==> src/hdl/low_speed_clock_select_consts.svh <==
`ifndef LOW_SPEED_CLOCK_SELECT_CONSTS_SVH
`define LOW_SPEED_CLOCK_SELECT_CONSTS_SVH

// ****************************************************************
// Register addresses
// ****************************************************************
`define ADDR_CRYSTAL_ENABLE_BUS 8'hd2
`define ADDR_CRYSTAL_GAIN_POWER_TUNE 8'hd3
`define ADDR_OSC_CONTROL_ZERO 8'he0
`define ADDR_CRYSTAL_CONFIG_LOCK 8'he1
`define ADDR_WATCHDOG_RESTART 8'he3
`define ADDR_CLOCK_STATUS 8'he4
`define ADDR_LOW_SPEED_OSC_TUNE 8'he9

// ****************************************************************
// Reset values
// ****************************************************************
`define RESET_CRYSTAL_ENABLE_BUS 8'h07
`define RESET_CRYSTAL_GAIN_POWER_TUNE 8'h14
`define RESET_CRYSTAL_CONFIG_LOCK 8'h00
`define RESET_LOW_SPEED_OSC_TUNE 8'h18
`define RESET_OSC_CONTROL_ZERO 8'h00

// ****************************************************************
// Field positions and codes
// ****************************************************************
`define POS_POWERDOWN_BIAS_OFF 6
`define POS_SLOW_FREQ_SELECT 5
`define POS_CRYSTAL_PRESENT_FLAG 0
`define POS_CRYSTAL_FLAG_WRITTEN 1
`define POS_CRYSTAL_LOW_POWER 2
`define POS_CRYSTAL_SELECT 7
`define CRYSTAL_CODE_ENABLE 3'h3
`define CRYSTAL_CODE_DISABLE 3'h7
`define WATCHDOG_CLEAR_KEY 8'h38

// ****************************************************************
// Timing
// ****************************************************************
`define CLK_PERIOD_NS 10
`define XTAL_STEP_DELAY_NS 1000
`define XTAL_STEP_CYCLES \
    ((`XTAL_STEP_DELAY_NS + `CLK_PERIOD_NS - 1) / `CLK_PERIOD_NS)

`endif

==> src/hdl/low_speed_clock_select_pkg.sv <==
package low_speed_clock_select_pkg;

    typedef enum logic [1:0] {
        crystal_powerdown_state = 2'b00,
        crystal_startup_state = 2'b01,
        crystal_high_power_state = 2'b10,
        crystal_low_power_state = 2'b11
    } crystal_power_t;

    typedef logic [7:0] reg_byte_t;

endpackage : low_speed_clock_select_pkg

==> src/hdl/low_speed_clock_select.sv <==
// Strobed register access was chosen for this implementation.
`timescale 1ns/100ps
`include "low_speed_clock_select_consts.svh"

module low_speed_clock_select (
    input wire logic clk,
    input wire logic reset,
    input wire logic ce,
    input wire logic [7:0] addr,
    input wire logic [7:0] wdata,
    input wire logic wr,
    input wire logic rd,
    input wire logic [3:0] factory_trim,
    input wire logic sleep_timeout,
    output low_speed_clock_select_pkg::reg_byte_t rdata,
    output logic slow_freq_select,
    output logic powerdown_bias_off,
    output logic [3:0] slow_trim,
    output logic [2:0] crystal_amp_gain,
    output logic [1:0] crystal_gain_mode,
    output logic crystal_low_power,
    output logic crystal_osc_enable,
    output logic internal_slow_osc_enable,
    output logic clk32_source_crystal,
    output logic [1:0] sleep_interval,
    output logic sleep_timer_clear,
    output low_speed_clock_select_pkg::crystal_power_t crystal_power_state
);
    import low_speed_clock_select_pkg::*;

    // ****************************************************************
    // Register storage
    // ****************************************************************
    logic [2:0] crystal_enable_code;
    logic crystal_present_flag;
    logic crystal_flag_written;
    logic crystal_select;
    logic [1:0] slow_reserved;
    logic boot_pending;
    logic crystal_permitted;
    crystal_power_t next_power_state;
    localparam reg_byte_t TUNE_RST = `RESET_LOW_SPEED_OSC_TUNE;
    localparam reg_byte_t ENABLE_RST = `RESET_CRYSTAL_ENABLE_BUS;
    localparam reg_byte_t GAIN_RST = `RESET_CRYSTAL_GAIN_POWER_TUNE;
    localparam reg_byte_t CONFIG_RST = `RESET_CRYSTAL_CONFIG_LOCK;
    localparam reg_byte_t CONTROL_RST = `RESET_OSC_CONTROL_ZERO;

    function automatic logic hit(input logic [7:0] a, input logic [7:0] t);
        hit = (a == t);
    endfunction : hit

    function automatic logic write_to(input logic [7:0] t);
        write_to = ce && wr && hit(addr, t);
    endfunction : write_to

    // Crystal may only run with the present flag set, the enable code open
    // and the select bit set.
    assign crystal_permitted = crystal_present_flag && crystal_select &&
        (crystal_enable_code == `CRYSTAL_CODE_ENABLE);

    // ****************************************************************
    // Slow oscillator tune register
    // ****************************************************************
    // The trim is captured from the factory value on the first enabled
    // cycle after reset; bus writes cannot touch it.
    always_ff @(posedge clk) begin
        if (reset) begin
            slow_trim <= TUNE_RST[3:0];
            boot_pending <= 1'b1;
        end else if (ce && boot_pending) begin
            slow_trim <= factory_trim;
            boot_pending <= 1'b0;
        end
    end

    always_ff @(posedge clk) begin
        if (reset) begin
            slow_freq_select <= TUNE_RST[`POS_SLOW_FREQ_SELECT];
            powerdown_bias_off <= TUNE_RST[`POS_POWERDOWN_BIAS_OFF];
            slow_reserved <= {TUNE_RST[7], TUNE_RST[4]};
        end else if (write_to(`ADDR_LOW_SPEED_OSC_TUNE)) begin
            slow_freq_select <= wdata[`POS_SLOW_FREQ_SELECT];
            powerdown_bias_off <= wdata[`POS_POWERDOWN_BIAS_OFF];
            slow_reserved <= {wdata[7], wdata[4]};
        end
    end

    // ****************************************************************
    // Crystal enable code and gain/power tune
    // ****************************************************************
    always_ff @(posedge clk) begin
        if (reset) begin
            crystal_enable_code <= ENABLE_RST[2:0];
        end else if (write_to(`ADDR_CRYSTAL_ENABLE_BUS)) begin
            crystal_enable_code <= wdata[2:0];
        end
    end

    always_ff @(posedge clk) begin
        if (reset) begin
            crystal_amp_gain <= GAIN_RST[4:2];
            crystal_gain_mode <= GAIN_RST[1:0];
        end else if (write_to(`ADDR_CRYSTAL_GAIN_POWER_TUNE)) begin
            crystal_amp_gain <= wdata[4:2];
            crystal_gain_mode <= wdata[1:0];
        end
    end

    // ****************************************************************
    // Crystal configuration lock
    // ****************************************************************
    // Only the present flag is write-once; the low-power bit stays
    // writable so firmware can enter and leave it around sleep.
    always_ff @(posedge clk) begin
        if (reset) begin
            crystal_present_flag <= CONFIG_RST[`POS_CRYSTAL_PRESENT_FLAG];
            crystal_flag_written <= CONFIG_RST[`POS_CRYSTAL_FLAG_WRITTEN];
            crystal_low_power <= CONFIG_RST[`POS_CRYSTAL_LOW_POWER];
        end else if (write_to(`ADDR_CRYSTAL_CONFIG_LOCK)) begin
            if (!crystal_flag_written) begin
                crystal_present_flag <=
                    wdata[`POS_CRYSTAL_PRESENT_FLAG];
            end
            crystal_flag_written <= 1'b1;
            crystal_low_power <= wdata[`POS_CRYSTAL_LOW_POWER];
        end
    end

    // ****************************************************************
    // Oscillator control zero and watchdog restart
    // ****************************************************************
    always_ff @(posedge clk) begin
        if (reset) begin
            crystal_select <= CONTROL_RST[`POS_CRYSTAL_SELECT];
            sleep_interval <= CONTROL_RST[4:3];
        end else if (write_to(`ADDR_OSC_CONTROL_ZERO)) begin
            crystal_select <= wdata[`POS_CRYSTAL_SELECT];
            sleep_interval <= wdata[4:3];
        end
    end

    // The sleep timer lives outside; it sees a one-cycle clear pulse.
    always_ff @(posedge clk) begin
        if (reset) begin
            sleep_timer_clear <= 1'b0;
        end else if (ce) begin
            sleep_timer_clear <= wr && hit(addr, `ADDR_WATCHDOG_RESTART) &&
                (wdata == `WATCHDOG_CLEAR_KEY);
        end
    end

    // ****************************************************************
    // Source switch-over
    // ****************************************************************
    // The timeout pulse is taken regardless of any interrupt enable, and
    // the move back to the internal oscillator never waits for it.
    always_ff @(posedge clk) begin
        if (reset) begin
            clk32_source_crystal <= 1'b0;
        end else if (ce) begin
            if (!crystal_permitted) begin
                clk32_source_crystal <= 1'b0;
            end else if (sleep_timeout) begin
                clk32_source_crystal <= 1'b1;
            end
        end
    end

    // The internal oscillator is stopped on the same edge the crystal takes
    // over, and restarts on the same edge the source falls back.
    always_ff @(posedge clk) begin
        if (reset) begin
            internal_slow_osc_enable <= 1'b1;
        end else if (ce) begin
            if (!crystal_permitted) begin
                internal_slow_osc_enable <= 1'b1;
            end else if (sleep_timeout) begin
                internal_slow_osc_enable <= 1'b0;
            end
        end
    end

    always_ff @(posedge clk) begin
        if (reset) begin
            crystal_osc_enable <= 1'b0;
        end else if (ce) begin
            crystal_osc_enable <= crystal_permitted;
        end
    end

    crystal_power_mode power_mode (
        .clk(clk),
        .reset(reset),
        .ce(ce),
        .run(crystal_osc_enable),
        .selected(clk32_source_crystal),
        .low_power_req(crystal_low_power),
        .state(next_power_state)
    );

    always_ff @(posedge clk) begin
        if (reset) begin
            crystal_power_state <= crystal_powerdown_state;
        end else if (ce) begin
            crystal_power_state <= next_power_state;
        end
    end

    // ****************************************************************
    // Read port
    // ****************************************************************
    // Read data stand for exactly the cycle after the strobe; unmapped
    // addresses read as zero, but tune bits 7 and 4 read back as written.
    always_ff @(posedge clk) begin
        if (reset) begin
            rdata <= 8'h00;
        end else if (ce) begin
            rdata <= 8'h00;
            if (rd) begin
                unique case (addr)
                    `ADDR_LOW_SPEED_OSC_TUNE: begin
                        rdata <= {slow_reserved[1], powerdown_bias_off,
                            slow_freq_select, slow_reserved[0], slow_trim};
                    end
                    `ADDR_CRYSTAL_ENABLE_BUS: begin
                        rdata <= {5'h00, crystal_enable_code};
                    end
                    `ADDR_CRYSTAL_GAIN_POWER_TUNE: begin
                        rdata <= {3'h0, crystal_amp_gain, crystal_gain_mode};
                    end
                    `ADDR_CRYSTAL_CONFIG_LOCK: begin
                        rdata <= {5'h00, crystal_low_power,
                            crystal_flag_written, crystal_present_flag};
                    end
                    `ADDR_OSC_CONTROL_ZERO: begin
                        rdata <= {crystal_select, 2'h0, sleep_interval,
                            3'h0};
                    end
                    `ADDR_CLOCK_STATUS: begin
                        rdata <= {4'h0, crystal_power_state,
                            internal_slow_osc_enable, clk32_source_crystal};
                    end
                    default: begin
                        rdata <= 8'h00;
                    end
                endcase
            end
        end
    end
endmodule : low_speed_clock_select

==> src/hdl/crystal_power_mode.sv <==
`timescale 1ns/100ps
`include "low_speed_clock_select_consts.svh"

module crystal_power_mode (
    input wire logic clk,
    input wire logic reset,
    input wire logic ce,
    input wire logic run,
    input wire logic selected,
    input wire logic low_power_req,
    output low_speed_clock_select_pkg::crystal_power_t state
);
    import low_speed_clock_select_pkg::*;

    localparam logic [6:0] STEP_CYCLES = 7'(`XTAL_STEP_CYCLES);

    logic [6:0] settle;

    // Each mode change except the drop to powerdown is followed by a settle delay before the next one.
    always_ff @(posedge clk) begin
        if (reset) begin
            state <= crystal_powerdown_state;
            settle <= 7'h00;
        end else if (ce) begin
            if (settle != 7'h00) begin
                settle <= settle - 7'h01;
            end
            if (!run) begin
                state <= crystal_powerdown_state;
                settle <= 7'h00;
            end else if (settle == 7'h00) begin
                unique case (state)
                    crystal_powerdown_state: begin
                        state <= crystal_startup_state;
                        settle <= STEP_CYCLES;
                    end
                    crystal_startup_state: begin
                        if (selected) begin
                            state <= crystal_high_power_state;
                            settle <= STEP_CYCLES;
                        end
                    end
                    crystal_high_power_state: begin
                        if (low_power_req) begin
                            state <= crystal_low_power_state;
                            settle <= STEP_CYCLES;
                        end
                    end
                    crystal_low_power_state: begin
                        if (!low_power_req) begin
                            state <= crystal_high_power_state;
                            settle <= STEP_CYCLES;
                        end
                    end
                endcase
            end
        end
    end
endmodule : crystal_power_mode

==> config.mk <==
export PLATFORM = sky130hd
export DESIGN_NAME = low_speed_clock_select
export DESIGN_NICKNAME = d
export VERILOG_FILES = /design/src/hdl/low_speed_clock_select_pkg.sv /design/src/hdl/low_speed_clock_select.sv /design/src/hdl/crystal_power_mode.sv
export VERILOG_INCLUDE_DIRS = /design/src /design/src/hdl
export SDC_FILE = /design/constraint.sdc
export NUM_CORES = 1
export LEC_CHECK = 0
export CORE_UTILIZATION = 55
export CTS_BUF_LIST = sky130_fd_sc_hd__clkbuf_8
export CTS_CLUSTER_DIAMETER = 30
export DETAILED_ROUTE_END_ITERATION = 12
export DONT_BUFFER_PORTS = 1
export GPL_TIMING_DRIVEN = 1
export PLACE_DENSITY = 0.7
export SLEW_MARGIN = 20
export SYNTH_ARGS = -nofsm -noshare
export SYNTH_HDL_FRONTEND = slang
export SYNTH_SLANG_ARGS = --single-unit
==> constraint.sdc <==
create_clock -name clk -period 6 [get_ports clk]
set_clock_uncertainty 0.2 [all_clocks]
set_input_delay 0.6 -clock clk [delete_from_list [all_inputs] [get_ports clk]]
set_output_delay 0.6 -clock clk [all_outputs]
set_load 0.005 [all_outputs]
* Yosys cells after proc, flatten, opt, wreduce, memory -nomap -nowiden
Cells that the tools add are included.
W data, S select, Z words.
** Storage, ports and cells
- Bits in registers :: 46
- Input port bits :: 26
- Output and inout bits :: 28
- Logic and storage cells :: 76
** Operators by class
- Add/subtract/negate cells :: 1
- Equal/unequal tests :: 17
- Multiplexer cells :: 19
- Bitwise operators :: 1
- Reductions and logical operators :: 17
** Operators by type and width (number)
- $eq A8 B8 Y1 const B :: 7
- $pmux W8 S6 :: 1
- $mux W7 :: 6
- $pmux W7 S4 :: 1
- $logic_and A1 B1 Y1 :: 11
- $mux W2 :: 5
- $ne A3 B3 Y1 const B :: 3
- $eq A8 B6 Y1 const B :: 1
- $mux W8 :: 1
- $pmux W2 S4 :: 1
- $logic_not A7 Y1 :: 1
- $reduce_bool A7 Y1 :: 1
- $sub A7 B1 Y7 const B :: 1
- $reduce_and A5 Y1 :: 1
- $eq A2 B2 Y1 const B :: 2
- $mux W1 :: 4
- $reduce_and A2 Y1 :: 2
- $eq A3 B2 Y1 const B :: 1
- $eq A2 B1 Y1 const B :: 1
- $logic_not A2 Y1 :: 1
- $ne A2 B1 Y1 const B :: 1
- $ne A2 B2 Y1 const B :: 1
- $not A1 Y1 :: 1

* Depth between registers and ports, before layout
- Word-level depth :: 6
- Mapped depth :: 7
- Mapped depth without buffers :: 7

* Hierarchy
Synthesis repeated with hierarchy kept, for this count alone.
** Unflattened totals
- Cells, all modules :: 256
- Area, all modules :: 2284.7 µm²
** By module, submodules not included
- low_speed_clock_select :: instances 1, cells an instance 188, area each 1681.6 µm², seq. area each 740.7 µm²
- crystal_power_mode :: instances 1, cells an instance 68, area each 603.1 µm², seq. area each 180.2 µm²

* Least setup slack after synthesis
Ideal clock, no wire load.
- Kind :: input-to-reg
- Start point :: input port addr[1]
- End point :: register slow_reserved[0]
- Library setup time :: 120 ps
- Arrival time :: 1967 ps
- Required time :: 5680 ps
- Slack :: 3713 ps
- Stages on the path :: 6
- Path buffers :: 1
- Path through :: or3b_1 -> or2_1 -> buf_4 -> nor3_4 -> nor2b_1 -> a211o_1
** On the way
- Longest elaborated chain between the ends :: 2
** Ends and longest elaborated chain
- from (decl) :: line low_speed_clock_select.sv:9 : input wire logic [7:0] addr,
- $eq A8 B8 Y1 :: line low_speed_clock_select.sv:49 : hit = (a == t);
- $logic_and A1 B1 Y1 :: line low_speed_clock_select.sv:53 : write_to = ce && wr && hit(addr, t);
- to (signal assigned) :: line low_speed_clock_select.sv:80 : slow_reserved <= {TUNE_RST[7], TUNE_RST[4]};
- to (signal assigned) :: line low_speed_clock_select.sv:84 : slow_reserved <= {wdata[7], wdata[4]};
- to (decl) :: line low_speed_clock_select.sv:38 : logic [1:0] slow_reserved;
Every way passes these cells.
A chain may end at the register's enable or synchronous reset.

* Worst setup path after layout
- Start point :: register power_mode.settle[2]
- End point :: register power_mode.state[1]
** On the way
- Longest elaborated chain between the ends :: 3
** Ends and longest elaborated chain
- from (decl) :: line crystal_power_mode.sv:17 : logic [6:0] settle;
- from (signal assigned) :: line crystal_power_mode.sv:26 : settle <= settle - 7'h01;
- $logic_not A7 Y1 :: line crystal_power_mode.sv:31 : end else if (settle == 7'h00) begin
- $ne A2 B1 Y1 (no source line)
- $reduce_and A5 Y1 (no source line)
- to (signal assigned) :: line crystal_power_mode.sv:29 : state <= crystal_powerdown_state;
- to (signal assigned) :: line crystal_power_mode.sv:34 : state <= crystal_startup_state;
- to (signal assigned) :: line crystal_power_mode.sv:39 : state <= crystal_high_power_state;
- to (decl) :: line crystal_power_mode.sv:11 : output low_speed_clock_select_pkg::crystal_power_t state
Every way passes these cells.

==> impl_metrics.csv <==
group,metric,value,unit
run_status,outcome,"complete, no violations",
routing,post_drt_wl_per_cell,17.5,um
synth,synth_top_area_share,41.1,%
setup_path,end_kind,"flip-flop",
cells_and_area,area_growth,5.19,%
timing,worstMarginPinSlew,595,ps
synth,synth-seq-area-share,41.1,%
routing,detail-route-antenna-nets,0,
routing,drc,0,
timing,fin_crit_sh,35.6,%
setup_path,crit_type,"reg2reg",
cells_and_area,multi_input_area,1240,um^2
min_path,hold_depth,1,
placed_design,dp.cells,292,
synth,synth_cells,256,
setup_path,cp.required,6030,ps
synth,synth-seq-cells,46,
cells_and_area,drive_above_1_share,6.75,%
routing,dr_total_vias,1939,
routing,vias_per_cell,6.46,
setup_path,critPathMaxFanout,8,
min_path,hold_class,"in2reg",
synth,syn-cell-area,2240,um^2
clock_network,cts-root-buf,"clkbuf_8",
power_and_ir_drop,powerDensity,236,nW/um^2
timing,final.setup.worst_slack,3860,ps
synth,ys_async_sr_fraction,0,%
timing,fin_crit,2140,ps
setup_path,cp.arrival,2160,ps
clock_network,hold_buffers,0,
cells_and_area,diodes,0,
synth,ys.warnings.count,0,
power_and_ir_drop,power_leakage,0.000767,uW
grt,grtUsageTotal,26.0,%
grt,grt_first_pass_wirelength,8440,um
synth,syn-num-nets,284,
setup_path,start_kind,"flip-flop",
job,cap_violations,0,
power_and_ir_drop,power,556,uW
clock_network,cts_tree,"done",
clock_network,h-tree-depth,2,
timing,rsz0062_at_grt,"false",
clock_network,cts_buffer_depth,2,
synth,synth.avg_cell_area,8.75,um^2
die,initial_utilization,59.4,%
grt,antenna_found_initial,0,
clock_network,cts_made_buffers,5,
synth,synthFlopType,"dfxtp_1",
timing,tns,0,ps
clock_network,insertion_delay,300,ps
routing,drt_iter0_markers,100,
timing,hold_viol_final,0,
placed_design,port_buffers,0,
routing,finalWirelength,5240,um
die,row_count,22,
cells_and_area,finalNetCount,279,
cells_and_area,stdcell_count,300,
clock_network,clk_pin_slew_worst_paths,80,ps
grt,grt_pass1_vias,1756,
die,io_pins,54,
synth,synth_cell_types,54,
timing,setup_violations,0,
cells_and_area,regArea,921,um^2
die,core,3770,um^2
synth,synth.largest_area_cell,"dfxtp_1",
placed_design,dp_hpwl,3810,um
setup_path,reg2regPathDepth,5,
placed_design,gp_congestion,0.855,
die,die_x,65.8,um
timing,timing.final.max_slew_violations,0,
synth,synth_most_common_cell,"dfxtp_1",
timing,fmax,468,MHz
synth,synth_area_leaders,"dfxtp_1, mux2i_1, nor2_1, nand2_1, a21oi_1",
clock_network,cts_resized,0,
power_and_ir_drop,vdd_drop_max,0.130,mV
grt,grt.overflow.total,0,
routing,dr.pass1.iters,4,
clock_network,cts_setup_buffers,0,
placed_design,place_ws,3570,ps
die,die-area,4330,um^2
cells_and_area,nFillCells,345,
grt,grt_max_degree,48,
synth,synth_edf_count,0,
clock_network,cts.sinks,46,
timing,max-slew-margin-rel,60.1,%
die,dieHeight,65.8,um
synth,yosys-top-cells-count,"dfxtp_1, nor2_1, nand2_1, a21oi_1, mux2i_1",
[cell usage in the layout (no fill, tap or decap), types with 2 or more instances in the layout]
cell type / Yosys / final
a31oi_1: 3 / 3
dfxtp_1: 46 / 46
a221oi_1: 2 / 2
a211oi_1: 2 / 2
mux2i_1: 14 / 14
a32oi_1: 2 / 2
nand4_1: 6 / 6
or4_1: 2 / 2
a211o_1: 7 / 7
nand3b_1: 3 / 3
o22ai_1: 2 / 2
o2bb2ai_1: 2 / 2
a22oi_1: 4 / 4
nor3_1: 6 / 6
a22o_1: 2 / 2
or2_1: 3 / 3
nor2_1: 28 / 28
nor2b_1: 10 / 10
ha_1: 2 / 2
clkbuf_8: 0 / 5
o21bai_1: 2 / 2
a21oi_1: 16 / 16
o31ai_1: 2 / 2
nand2_1: 22 / 22
clkinv_2: 0 / 2
nand2b_1: 5 / 5
nand4b_1: 2 / 2
inv_1: 7 / 7
nand3_1: 9 / 9
o21ai_0: 6 / 6
nor4_1: 4 / 4
a21o_1: 2 / 2
[report_power, final]
group	internal, uW	switching (uW)	total [uW]
Clock	123	105	227
Combinational	7.53	10.6	18.2
Sequential	308	3.35	311
Total	438	119	556
[worst max-delay path, stage by stage, from the launching register on]
cell      delay (ps)
dfxtp_1          370
or4_4            600
nor3b_4          380
and3_4           280
a31oi_1          100
a211oi_2         140
[final timing paths]
| kind | startpoint | endpoint | slack, ps |
|---|---|---|---|
| setup reg to reg | power_mode.settle[2]$_SDFFE_PP0P_ | power_mode.state[1]$_SDFFE_PP0P_ | 3860 |
| setup / recovery | power_mode.settle[2]$_SDFFE_PP0P_ | power_mode.state[1]$_SDFFE_PP0P_ | 3860 |
| hold / removal | reset | clk32_source_crystal$_SDFFE_PP0P_ | 170 |
| hold reg to reg | sleep_timer_clear$_SDFFE_PP0P_ | sleep_timer_clear$_SDFFE_PP0P_ | 270 |
[cell families (layout without fill, tap and decap cells)]
kind of cell    Yosys count  count (layout)  share of synthesized area [%]
compound gates           61              61                           19.1
simple gates            114             114                           28.9
buf+inv                  19              15                           3.52
mux                      14              14                           6.25
fa+ha+maj                 2               2                           1.12
flops                    46              46                           41.1
[per-stage QoR]
step           utilization (%)  hold slack, ps  cell area [um^2]
4_1_cts                   62.5             153              2360
3_3_place_gp              59.6             263              2250
2_1_floorplan                -             248              2240
5_1_grt                   62.5             139              2360
6_report                  62.5             171              2360
3_5_place_dp              59.6             264              2250
[routing by layer]
metal	GRT usage (%)	vias up	share of wire [%]
met5	0	-	0
met4	10.3	0	1.8
met3	8.28	10	6.6
met2	41.1	67	48
met1	32.7	925	44
li1	-	937	-
[state kept, by name, indices dropped and copies added (netlist names), 3 cells and up]
register and flops:
crystal_amp_gain 3, crystal_enable_code 3, slow_trim 4, power_mode.settle 7
rdata 8
[layout make-up]
| class | count | area share [%] |
|---|---|---|
| clock inverters | 3 | 1.70 |
| flip-flops and latches | 46 | 39.1 |
| clock buffers | 5 | 2.92 |
| inverters | 7 | 1.11 |
| well taps | 48 | 2.55 |
| multi-input cells | 191 | 52.7 |
Power figures use the tool's default switching activity.
